==> src/design/alarm_status_pkg.sv <==
// Constants and carrier types of the alarm status block.
// Assumes one 100 MHz clock and a word-wide Avalon-MM slave port.
package alarm_status_pkg;

	// ----------------------------------------------------------------
	// Register map (index; byte address is four times the index)
	// ----------------------------------------------------------------
	localparam int unsigned ADDR_W = 10;
	localparam logic [7:0] IDX_CTRL = 8'h4D;
	localparam logic [7:0] IDX_MASK = 8'h4E;
	localparam logic [7:0] IDX_STATUS = 8'h4F;
	localparam logic [15:0] STATUS_RST = 16'h0000;
	localparam logic [15:0] CTRL_RST = 16'h0000;
	localparam logic [15:0] MASK_RST = 16'h0000;
	localparam logic [15:0] STATUS_USED = 16'h7FFC;
	localparam logic [15:0] CTRL_WMASK = 16'h003D;

	// ----------------------------------------------------------------
	// Status bit positions
	// ----------------------------------------------------------------
	localparam int IN0_FLAG = 14, IN1_FLAG = 13, IN2_FLAG = 12, IN3_FLAG = 11;
	localparam int DIE_UNDER = 10, DIE_OVER = 9, RA_UNDER = 8, RA_OVER = 7;
	localparam int RB_UNDER = 6, RB_OVER = 5, RA_FAULT = 4, RB_FAULT = 3;
	localparam int OVERHEAT = 2;

	// ----------------------------------------------------------------
	// Control bit positions
	// ----------------------------------------------------------------
	localparam int CTRL_OUT_EN = 0, CTRL_HOLD_OFF = 2, CTRL_DIE_ON = 3;
	localparam int CTRL_RA_ON = 4, CTRL_RB_ON = 5, CTRL_SOFT_RST = 15;

	// ----------------------------------------------------------------
	// Overheat limits in whole degrees C
	// ----------------------------------------------------------------
	localparam int OVERHEAT_C = 150;
	localparam int OVERHEAT_HYST_C = 8;

	// Avalon-MM request from the master
	typedef struct packed {
		logic read;
		logic write;
		logic [ADDR_W-1:0] address;
		logic [31:0] writedata;
		logic [3:0] byteenable;
	} av_req_t;

	// Raw range results of one conversion cycle
	typedef struct packed {
		logic [3:0] input_oor;
		logic die_under;
		logic die_over;
		logic ra_under;
		logic ra_over;
		logic rb_under;
		logic rb_over;
		logic ra_fault;
		logic rb_fault;
	} check_t;

endpackage : alarm_status_pkg

==> src/design/alarm_status_flags.sv <==
// Alarm status flags with N-consecutive qualification and alarm pin.
// Assumes range results arrive with a one-cycle strobe per conversion
// cycle, and an Avalon-MM master that holds requests until answered.
//
// Contract
// - Check every channel on each conversion cycle
// - Flag sets after N consecutive out-of-range checks
// - In-range check restarts count, flag stays clear
// - Latched flag holds until fault ends and read; code clears it on a status read even while the fault persists
// - Status read clears all flags together; code keeps a flag whose qualifying check lands on the read's completing edge
// - Persisting fault sets flag again next cycle
// - Only resets, qualified read, hold-off mode and die sensor off (overheat only) clear flags
// - Hold-off mode: flag follows live condition
// - Bit 15 reads zero, writes ignored, resets zero
// - Bit 14 flags input 0 or pair 0/1
// - Bit 13 flags input 1
// - Bit 12 flags input 2 or pair 2/3
// - Bit 11 flags input 3
// - Bits 10 and 9: die under, over
// - Die flags checked only while die sensor on
// - Bits 8 and 7: remote A under, over
// - Remote A flags checked only while enabled
// - Bit 6: remote B under, when enabled
// - Bit 5: remote B over, when enabled
// - Bits 4, 3: remote sensor faults, when enabled
// - Bit 2: overheat at 150 C, 8 C hysteresis
// - Masked alarms set flags but not pin
//
// Register access over Avalon-MM was decided locally.
module alarm_status_flags #(
	parameter int unsigned CHECK_COUNT = 4,
	parameter int unsigned TEMP_W = 12
) (
	input wire logic clk, // 100 MHz clock
	input wire logic sys_rst, // Sync reset, active high
	input wire alarm_status_pkg::av_req_t av_req, // Avalon request
	output logic [31:0] av_readdata, // Avalon read data
	output logic av_waitrequest, // Avalon wait request
	input wire logic check_strobe, // New range results ready
	input wire alarm_status_pkg::check_t checks, // Raw range results
	input wire logic signed [TEMP_W-1:0] die_temp, // Die temp, whole deg C
	output logic alarm_n // Alarm pin, active low
);

	// ----------------------------------------------------------------
	// Derived constants and parameter checks
	// ----------------------------------------------------------------
	localparam int unsigned CW = $clog2(CHECK_COUNT + 1);
	localparam logic [CW-1:0] LAST = CW'(CHECK_COUNT - 1);
	localparam logic signed [TEMP_W-1:0] HOT_ON = TEMP_W'(alarm_status_pkg::OVERHEAT_C);
	localparam logic signed [TEMP_W-1:0] HOT_OFF =
		TEMP_W'(alarm_status_pkg::OVERHEAT_C - alarm_status_pkg::OVERHEAT_HYST_C);

	generate
		if (CHECK_COUNT < 1 || TEMP_W < 9 || TEMP_W > 16) begin : g_bad_param
			$error("alarm_status_flags: unsupported parameter value");
		end
	endgenerate

	// Register index match on a byte address
	function automatic logic reg_sel(input logic [alarm_status_pkg::ADDR_W-1:0] a,
		input logic [7:0] idx);
		return a[alarm_status_pkg::ADDR_W-1:2] == idx;
	endfunction : reg_sel

	// Byte-lane merge of a 16-bit register
	function automatic logic [15:0] lane_merge(input logic [15:0] old,
		input logic [31:0] wd, input logic [3:0] be, input logic [15:0] wmask);
		logic [15:0] n;
		n = old;
		if (be[0]) begin
			n[7:0] = wd[7:0];
		end
		if (be[1]) begin
			n[15:8] = wd[15:8];
		end
		return n & wmask;
	endfunction : lane_merge

	// ----------------------------------------------------------------
	// State
	// ----------------------------------------------------------------
	logic [15:0] ctrl_q;
	logic [15:0] mask_q;
	logic [15:0] flag_q;
	logic [15:0] flag_d;
	logic [15:0] cond;
	logic [15:0] hit;
	logic [15:0] clr;
	logic [CW-1:0] cnt_q [16];
	logic hot_q;
	logic hot_now;
	logic soft_q;
	logic done;
	logic rd_clr;
	logic hold_off;
	logic die_on;
	logic ra_on;
	logic rb_on;

	assign hold_off = ctrl_q[alarm_status_pkg::CTRL_HOLD_OFF];
	assign die_on = ctrl_q[alarm_status_pkg::CTRL_DIE_ON];
	assign ra_on = ctrl_q[alarm_status_pkg::CTRL_RA_ON];
	assign rb_on = ctrl_q[alarm_status_pkg::CTRL_RB_ON];

	// ----------------------------------------------------------------
	// Avalon slave
	// ----------------------------------------------------------------
	// Completing edge of a request
	assign done = (av_req.read | av_req.write) & ~av_waitrequest;
	assign rd_clr = done & av_req.read & reg_sel(av_req.address, alarm_status_pkg::IDX_STATUS);

	// One wait cycle, then one answer cycle
	always_ff @(posedge clk) begin
		if (sys_rst) begin
			av_waitrequest <= 1'b1;
		end else begin
			av_waitrequest <= ~((av_req.read | av_req.write) & av_waitrequest);
		end
	end

	// Read data loaded one cycle before the answer
	always_ff @(posedge clk) begin
		if (sys_rst) begin
			av_readdata <= 32'h0000_0000;
		end else if (av_req.read & av_waitrequest) begin
			av_readdata <= 32'h0000_0000;
			if (reg_sel(av_req.address, alarm_status_pkg::IDX_STATUS)) begin
				av_readdata[15:0] <= flag_q & alarm_status_pkg::STATUS_USED;
			end else if (reg_sel(av_req.address, alarm_status_pkg::IDX_CTRL)) begin
				av_readdata[15:0] <= ctrl_q;
			end else if (reg_sel(av_req.address, alarm_status_pkg::IDX_MASK)) begin
				av_readdata[15:0] <= mask_q;
			end
		end
	end

	// Control and mask writes; status ignores writes
	always_ff @(posedge clk) begin
		if (sys_rst) begin
			ctrl_q <= alarm_status_pkg::CTRL_RST;
			mask_q <= alarm_status_pkg::MASK_RST;
			soft_q <= 1'b0;
		end else begin
			soft_q <= 1'b0;
			if (done & av_req.write) begin
				if (reg_sel(av_req.address, alarm_status_pkg::IDX_CTRL)) begin
					ctrl_q <= lane_merge(ctrl_q, av_req.writedata, av_req.byteenable,
						alarm_status_pkg::CTRL_WMASK);
					soft_q <= av_req.byteenable[1] & av_req.writedata[alarm_status_pkg::CTRL_SOFT_RST];
				end
				if (reg_sel(av_req.address, alarm_status_pkg::IDX_MASK)) begin
					mask_q <= lane_merge(mask_q, av_req.writedata, av_req.byteenable,
						alarm_status_pkg::STATUS_USED);
				end
			end
		end
	end

	// ----------------------------------------------------------------
	// Channel conditions
	// ----------------------------------------------------------------
	// Overheat with hysteresis
	assign hot_now = (die_temp >= HOT_ON) | (hot_q & (die_temp >= HOT_OFF));

	always_ff @(posedge clk) begin
		if (sys_rst | soft_q) begin
			hot_q <= 1'b0;
		end else if (check_strobe) begin
			hot_q <= hot_now & die_on;
		end
	end

	// Map raw results onto status positions, gated by sensor enables
	always_comb begin
		cond = 16'h0000;
		cond[alarm_status_pkg::IN0_FLAG] = checks.input_oor[0];
		cond[alarm_status_pkg::IN1_FLAG] = checks.input_oor[1];
		cond[alarm_status_pkg::IN2_FLAG] = checks.input_oor[2];
		cond[alarm_status_pkg::IN3_FLAG] = checks.input_oor[3];
		cond[alarm_status_pkg::DIE_UNDER] = checks.die_under & die_on;
		cond[alarm_status_pkg::DIE_OVER] = checks.die_over & die_on;
		cond[alarm_status_pkg::RA_UNDER] = checks.ra_under & ra_on;
		cond[alarm_status_pkg::RA_OVER] = checks.ra_over & ra_on;
		cond[alarm_status_pkg::RB_UNDER] = checks.rb_under & rb_on;
		cond[alarm_status_pkg::RB_OVER] = checks.rb_over & rb_on;
		cond[alarm_status_pkg::RA_FAULT] = checks.ra_fault & ra_on;
		cond[alarm_status_pkg::RB_FAULT] = checks.rb_fault & rb_on;
		cond[alarm_status_pkg::OVERHEAT] = hot_now & die_on;
	end

	// ----------------------------------------------------------------
	// Consecutive-check counters, one per channel
	// ----------------------------------------------------------------
	always_ff @(posedge clk) begin
		for (int i = 0; i < 16; i++) begin
			if (sys_rst | soft_q) begin
				cnt_q[i] <= '0;
			end else if (check_strobe) begin
				if (!cond[i]) begin
					cnt_q[i] <= '0;
				end else if (cnt_q[i] != LAST) begin
					cnt_q[i] <= cnt_q[i] + CW'(1);
				end
			end
		end
	end

	// Qualifying checks this cycle
	always_comb begin
		for (int i = 0; i < 16; i++) begin
			hit[i] = check_strobe & cond[i] & (cnt_q[i] == LAST);
		end
	end

	// ----------------------------------------------------------------
	// Status flags
	// ----------------------------------------------------------------
	always_comb begin
		clr = {16{rd_clr}};
		if (hold_off & check_strobe) begin
			clr = clr | ~cond;
		end
		if (!die_on) begin
			clr[alarm_status_pkg::OVERHEAT] = 1'b1;
		end
		flag_d = ((flag_q & ~clr) | hit) & alarm_status_pkg::STATUS_USED;
	end

	always_ff @(posedge clk) begin
		if (sys_rst | soft_q) begin
			flag_q <= alarm_status_pkg::STATUS_RST;
		end else begin
			flag_q <= flag_d;
		end
	end

	// Alarm pin from unmasked flags
	always_ff @(posedge clk) begin
		if (sys_rst) begin
			alarm_n <= 1'b1;
		end else begin
			alarm_n <= ~(ctrl_q[alarm_status_pkg::CTRL_OUT_EN] & (|(flag_q & mask_q)));
		end
	end

	// ----------------------------------------------------------------
	// Assertions
	// ----------------------------------------------------------------
	property p_set_after_n;
		@(posedge clk) disable iff (sys_rst)
		check_strobe && cond[14] && cnt_q[14] == LAST && !soft_q |=> flag_q[14];
	endproperty
	a_set_after_n: assert property (p_set_after_n) else $error("flag not set after N checks");

	property p_restart;
		@(posedge clk) disable iff (sys_rst)
		check_strobe && !cond[13] |=> cnt_q[13] == '0 && !$rose(flag_q[13]);
	endproperty
	a_restart: assert property (p_restart) else $error("count not restarted");

	property p_latched;
		@(posedge clk) disable iff (sys_rst)
		!hold_off && flag_q[12] && !rd_clr && !soft_q |=> flag_q[12];
	endproperty
	a_latched: assert property (p_latched) else $error("latched flag dropped");

	property p_read_clears;
		@(posedge clk) disable iff (sys_rst)
		rd_clr && hit == 16'h0000 |=> flag_q == 16'h0000;
	endproperty
	a_read_clears: assert property (p_read_clears) else $error("read did not clear flags");

	property p_set_wins;
		@(posedge clk) disable iff (sys_rst)
		rd_clr && hit[11] && !soft_q |=> flag_q[11];
	endproperty
	a_set_wins: assert property (p_set_wins) else $error("event lost on read");

	property p_follow;
		@(posedge clk) disable iff (sys_rst)
		hold_off && check_strobe && !cond[10] |=> !flag_q[10];
	endproperty
	a_follow: assert property (p_follow) else $error("hold-off flag did not drop");

	property p_reserved;
		@(posedge clk) disable iff (sys_rst)
		av_req.read && !av_waitrequest && reg_sel(av_req.address, alarm_status_pkg::IDX_STATUS) |->
			av_readdata[15] == 1'b0 && av_readdata[1:0] == 2'b00;
	endproperty
	a_reserved: assert property (p_reserved) else $error("reserved bits not zero");

	property p_overheat_off;
		@(posedge clk) disable iff (sys_rst)
		!die_on |=> !flag_q[2];
	endproperty
	a_overheat_off: assert property (p_overheat_off) else $error("overheat set while off");

	property p_pin;
		@(posedge clk) disable iff (sys_rst)
		flag_q[9] && mask_q[9] && ctrl_q[0] ##1 !sys_rst |-> !alarm_n;
	endproperty
	a_pin: assert property (p_pin) else $error("alarm pin not driven");

	property p_soft;
		@(posedge clk) disable iff (sys_rst)
		soft_q |=> flag_q == 16'h0000 && cnt_q[14] == '0;
	endproperty
	a_soft: assert property (p_soft) else $error("software reset left flags");

	property p_no_early;
		@(posedge clk) disable iff (sys_rst)
		check_strobe && cnt_q[14] != LAST |=> !$rose(flag_q[14]);
	endproperty
	a_no_early: assert property (p_no_early) else $error("flag set before N checks");

	property p_counts;
		@(posedge clk) disable iff (sys_rst)
		check_strobe && checks.input_oor[0] && cnt_q[14] != LAST && !soft_q |=>
			cnt_q[14] == $past(cnt_q[14]) + CW'(1);
	endproperty
	a_counts: assert property (p_counts) else $error("input count did not advance");

	property p_die_gate;
		@(posedge clk) disable iff (sys_rst)
		check_strobe && !die_on |=> cnt_q[10] == '0 && cnt_q[9] == '0 && !$rose(flag_q[10]);
	endproperty
	a_die_gate: assert property (p_die_gate) else $error("die flags counted while off");

	property p_ra_gate;
		@(posedge clk) disable iff (sys_rst)
		check_strobe && !ra_on |=> cnt_q[8] == '0 && cnt_q[7] == '0 && cnt_q[4] == '0 && !$rose(flag_q[7]);
	endproperty
	a_ra_gate: assert property (p_ra_gate) else $error("remote A counted while off");

	property p_rb_gate;
		@(posedge clk) disable iff (sys_rst)
		check_strobe && !rb_on |=> cnt_q[6] == '0 && cnt_q[5] == '0 && cnt_q[3] == '0 && !$rose(flag_q[6]);
	endproperty
	a_rb_gate: assert property (p_rb_gate) else $error("remote B counted while off");

	property p_masked;
		@(posedge clk) disable iff (sys_rst)
		(flag_q & mask_q) == 16'h0000 |=> alarm_n;
	endproperty
	a_masked: assert property (p_masked) else $error("masked flag drove the pin");

endmodule : alarm_status_flags

==> config.mk <==
export PLATFORM = sky130hd
export DESIGN_NAME = alarm_status_flags
export DESIGN_NICKNAME = d
export VERILOG_FILES = /design/src/design/alarm_status_pkg.sv /design/src/design/alarm_status_flags.sv
export SDC_FILE = /design/constraint.sdc
export NUM_CORES = 1
export LEC_CHECK = 0
export BUFFER_PORTS_ARGS = -buffer_cell sky130_fd_sc_hd__buf_2
export CAP_MARGIN = 15
export CORE_AREA = 10 10 103 105
export CTS_BUF_LIST = sky130_fd_sc_hd__clkbuf_8 sky130_fd_sc_hd__clkbuf_16
export DETAILED_ROUTE_END_ITERATION = 12
export DIE_AREA = 0 0 113 115
export PLACE_DENSITY = 0.88
export SYNTH_ARGS = -nofsm -noshare
export SYNTH_HDL_FRONTEND = slang
export SYNTH_SLANG_ARGS = --single-unit
export TNS_END_PERCENT = 1
==> constraint.sdc <==
create_clock -name clk -period 2 [get_ports clk]
set_input_delay 0.1 -clock clk [delete_from_list [all_inputs] [get_ports clk]]
set_output_delay 0.1 -clock clk [all_outputs]
set_load 0.01 [all_outputs]
==> results.ini <==
[sta]
finalCriticalPeriod_ps = 1795
worst_pin_slew_ps = 652.1
fmax_ghz = 0.5571
fin_skew_ps = 15.07
finalSetupViolations = 0
hold_violations = 0
slew_violations = 0
rsz0062_at_grt = no
maxSlewHeadroom_pct = 56.07
min_period_over_period_pct = 89.74
setup_tns_ps = 0

[critical_path]
end_kind = flip-flop
worstPathCellList = nor2_1 > nand2_1 > or3_1 > nor2_1
crit_path_start_kind = flip-flop
cp_max_fo = 12
cp_slowest_cell = or3_1
cp_common_cell = nor2_1
path_class = flip-flop to flip-flop
r2r_slack_ps = 210
critPathMaxStageDelay_ps = 460
arrival_ps = 2000
cp.required_ps = 2210

[job]
drv_cap = 0

[global_routing]
grt_util_all_layers_pct = 15.85
grt_max_degree = 36
overflow = 0
grt_pass1_vias = 3626
grt_pass1_wl_um = 17130
antenna_found_initial = 1

[route]
drt_iter0_drc = 336
wire_per_inst_um = 16.46
ant_nets = 0
drt-pass1-iter-count = 5
via_per_inst = 5.518
route.final.wire_length_um = 10700
num_vias = 3587
drc = 0

[yosys]
synth_area_mm2 = 0.004398
synth-seq-cells = 88
synth-edff-count = 39
yosys.area.top_type = edfxtp_1
synth.area.top_cells = edfxtp_1 (27%), dfxtp_1 (22%), ha_1 (7.4%)
yosysMostFrequentCell = nand2_1
synth.top_cell.area_share_pct = 26.63
ys_types = 42
seq_area_frac_synth_pct = 48.93
ys.warnings.count = 0
syn_avg_cell_area_um2 = 9.666
synth-async-reset-ratio_pct = 0
postSynthCellCount = 455
synthFlopType = dfxtp_1
synthTopCellsByCount = nand2_1 (75), dfxtp_1 (49), nor2_1 (48), edfxtp_1 (39), ha_1 (26)

[place]
gp_congestion = 0.8868
placed_cells = 619
place_area_mm2 = 0.004792
portBuffers = 68
dp_hpwl_um = 7758

[floorplanning]
ioPinCount = 109
core_area_mm2 = 0.008551
fp.dieH_um = 115
rows = 34
die_w_um = 113
initial_core_util_pct = 51.43
die-area_mm2 = 0.01300

[layout]
fin_area_mm2 = 0.005130
layout.cells.non_filler = 650
drive_gt1_share_pct = 20.30
fillers = 663
final_nets = 638
syn2layout_area_growth_pct = 16.64
antenna_cells = 0

[min_path]
hold_path_class = primary input to flip-flop

[pwr]
swShare_pct = 24.79
switchingPower_uw = 842.1
combPwrFrac_pct = 8.4
power_frac_seq_pct = 56.9
p_int_mw = 2.555
powerDensity_mw_per_mm2 = 662.3
clkPwrFrac_pct = 34.6
leakagePower_nw = 2.174
peakVddDrop_mv = 0.3299

[status]
outcome = completed

[clock_tree]
cts_tree = built
clockBufferDepth = 2
clkSinkCount = 88
htree_levels = 3
clock_latency_ps = 370
root_buffer = clkbuf_8
clk_pin_slew_ps = 90
post_cts_buffers = 0
numCtsBuffers = 9

final timing paths:
path                         from               to  cells past startpoint
hold reg to reg   av_readdata[14]  av_readdata[14]                      2
setup reg to reg           soft_q      cnt_q[1][6]                      4
setup / recovery           soft_q      cnt_q[1][6]                      4
hold / removal         av_req[17]       mask_q[13]                      3
repair_timing:
| action | 4_1_cts | 5_1_grt |
|---|---|---|
| resized for setup | 0 | 0 |
| hold buffers | 14 | 1 |
| endpoints found under the hold margin | 13 | 1 |
per-stage QoR:
stage	setup WS (ps)	total power [mW]	util, %	hold WS, ps
after global routing	109.5	3.532	59.99	0.6520
final	205.1	3.397	59.99	0.2573
after detailed placement	106.5	2.231	56.04	352.9
after global placement	158.0	2.216	56.04	337.2
after CTS	214.5	3.397	59.88	0.4955
after floorplan	308.5	2.149	-	215.9
layer usage:
metal	share of wire (%)	track usage, %
met1	41	18.00
met2	49	27.73
met3	7.8	4.271
met4	2.3	6.345
met5	0	0
logic make-up after synthesis:
kind of cell	Yosys count	share of synthesized area (%)
adder cells (fa/ha/maj)	26	7.397
AND/OR/NAND/NOR	193	21.22
AO/OA/AOI/OAI	52	7.710
multiplexers	31	7.425
buffers and inverters	64	7.226
other	1	0.08527
flip-flops	88	48.93
power by group through the flow:
stage / registers [mW] / clock network, mW / logic, mW
2_1_floorplan: 1.97 / 0 / 0.179
3_3_place_gp: 1.97 / 0 / 0.244
3_5_place_dp: 1.98 / 0 / 0.255
4_1_cts: 1.93 / 1.18 / 0.280
5_1_grt: 1.94 / 1.28 / 0.317
6_report: 1.93 / 1.18 / 0.286
state kept, by name, indices dropped and copies added, names as in the netlist:
name            flops
cnt_q              39
av_readdata        14
flag_q             13
mask_q             13
ctrl_q              5
alarm_n             1
av_waitrequest      1
hot_q               1
soft_q              1
critical path: cells and delay by family, from the launching register on:
family | cells | cell delay, ps
flops | 1 | 330
simple gates | 4 | 1310
cells in the final DEF, fill, tap and decap left out, types with 13 or more instances in the layout:
cell | synthesis | final
nand2_1 | 75 | 75
buf_2 | 2 | 68
dfxtp_1 | 49 | 49
nor2_1 | 48 | 48
edfxtp_1 | 39 | 39
ha_1 | 26 | 26
inv_1 | 24 | 25
nand3_1 | 23 | 23
mux2i_1 | 18 | 18
conb_1 | 1 | 18
a21oi_1 | 15 | 15
dlygate4sd3_1 | 0 | 15
nor4_1 | 13 | 13
mux2_2 | 13 | 13
final cells by class:
class / instances / area [um2] / share of cell area, %
flip-flops and latches: 88 / 2152 / 41.95
multi-input cells: 320 / 1992 / 38.83
repair buffers: 94 / 573.1 / 11.17
clock buffers: 10 / 148.9 / 2.902
well taps: 108 / 135.1 / 2.634
inverters: 24 / 90.09 / 1.756
clock inverters: 6 / 38.79 / 0.7561
No activity file was read; power rests on OpenSTA's default activity.
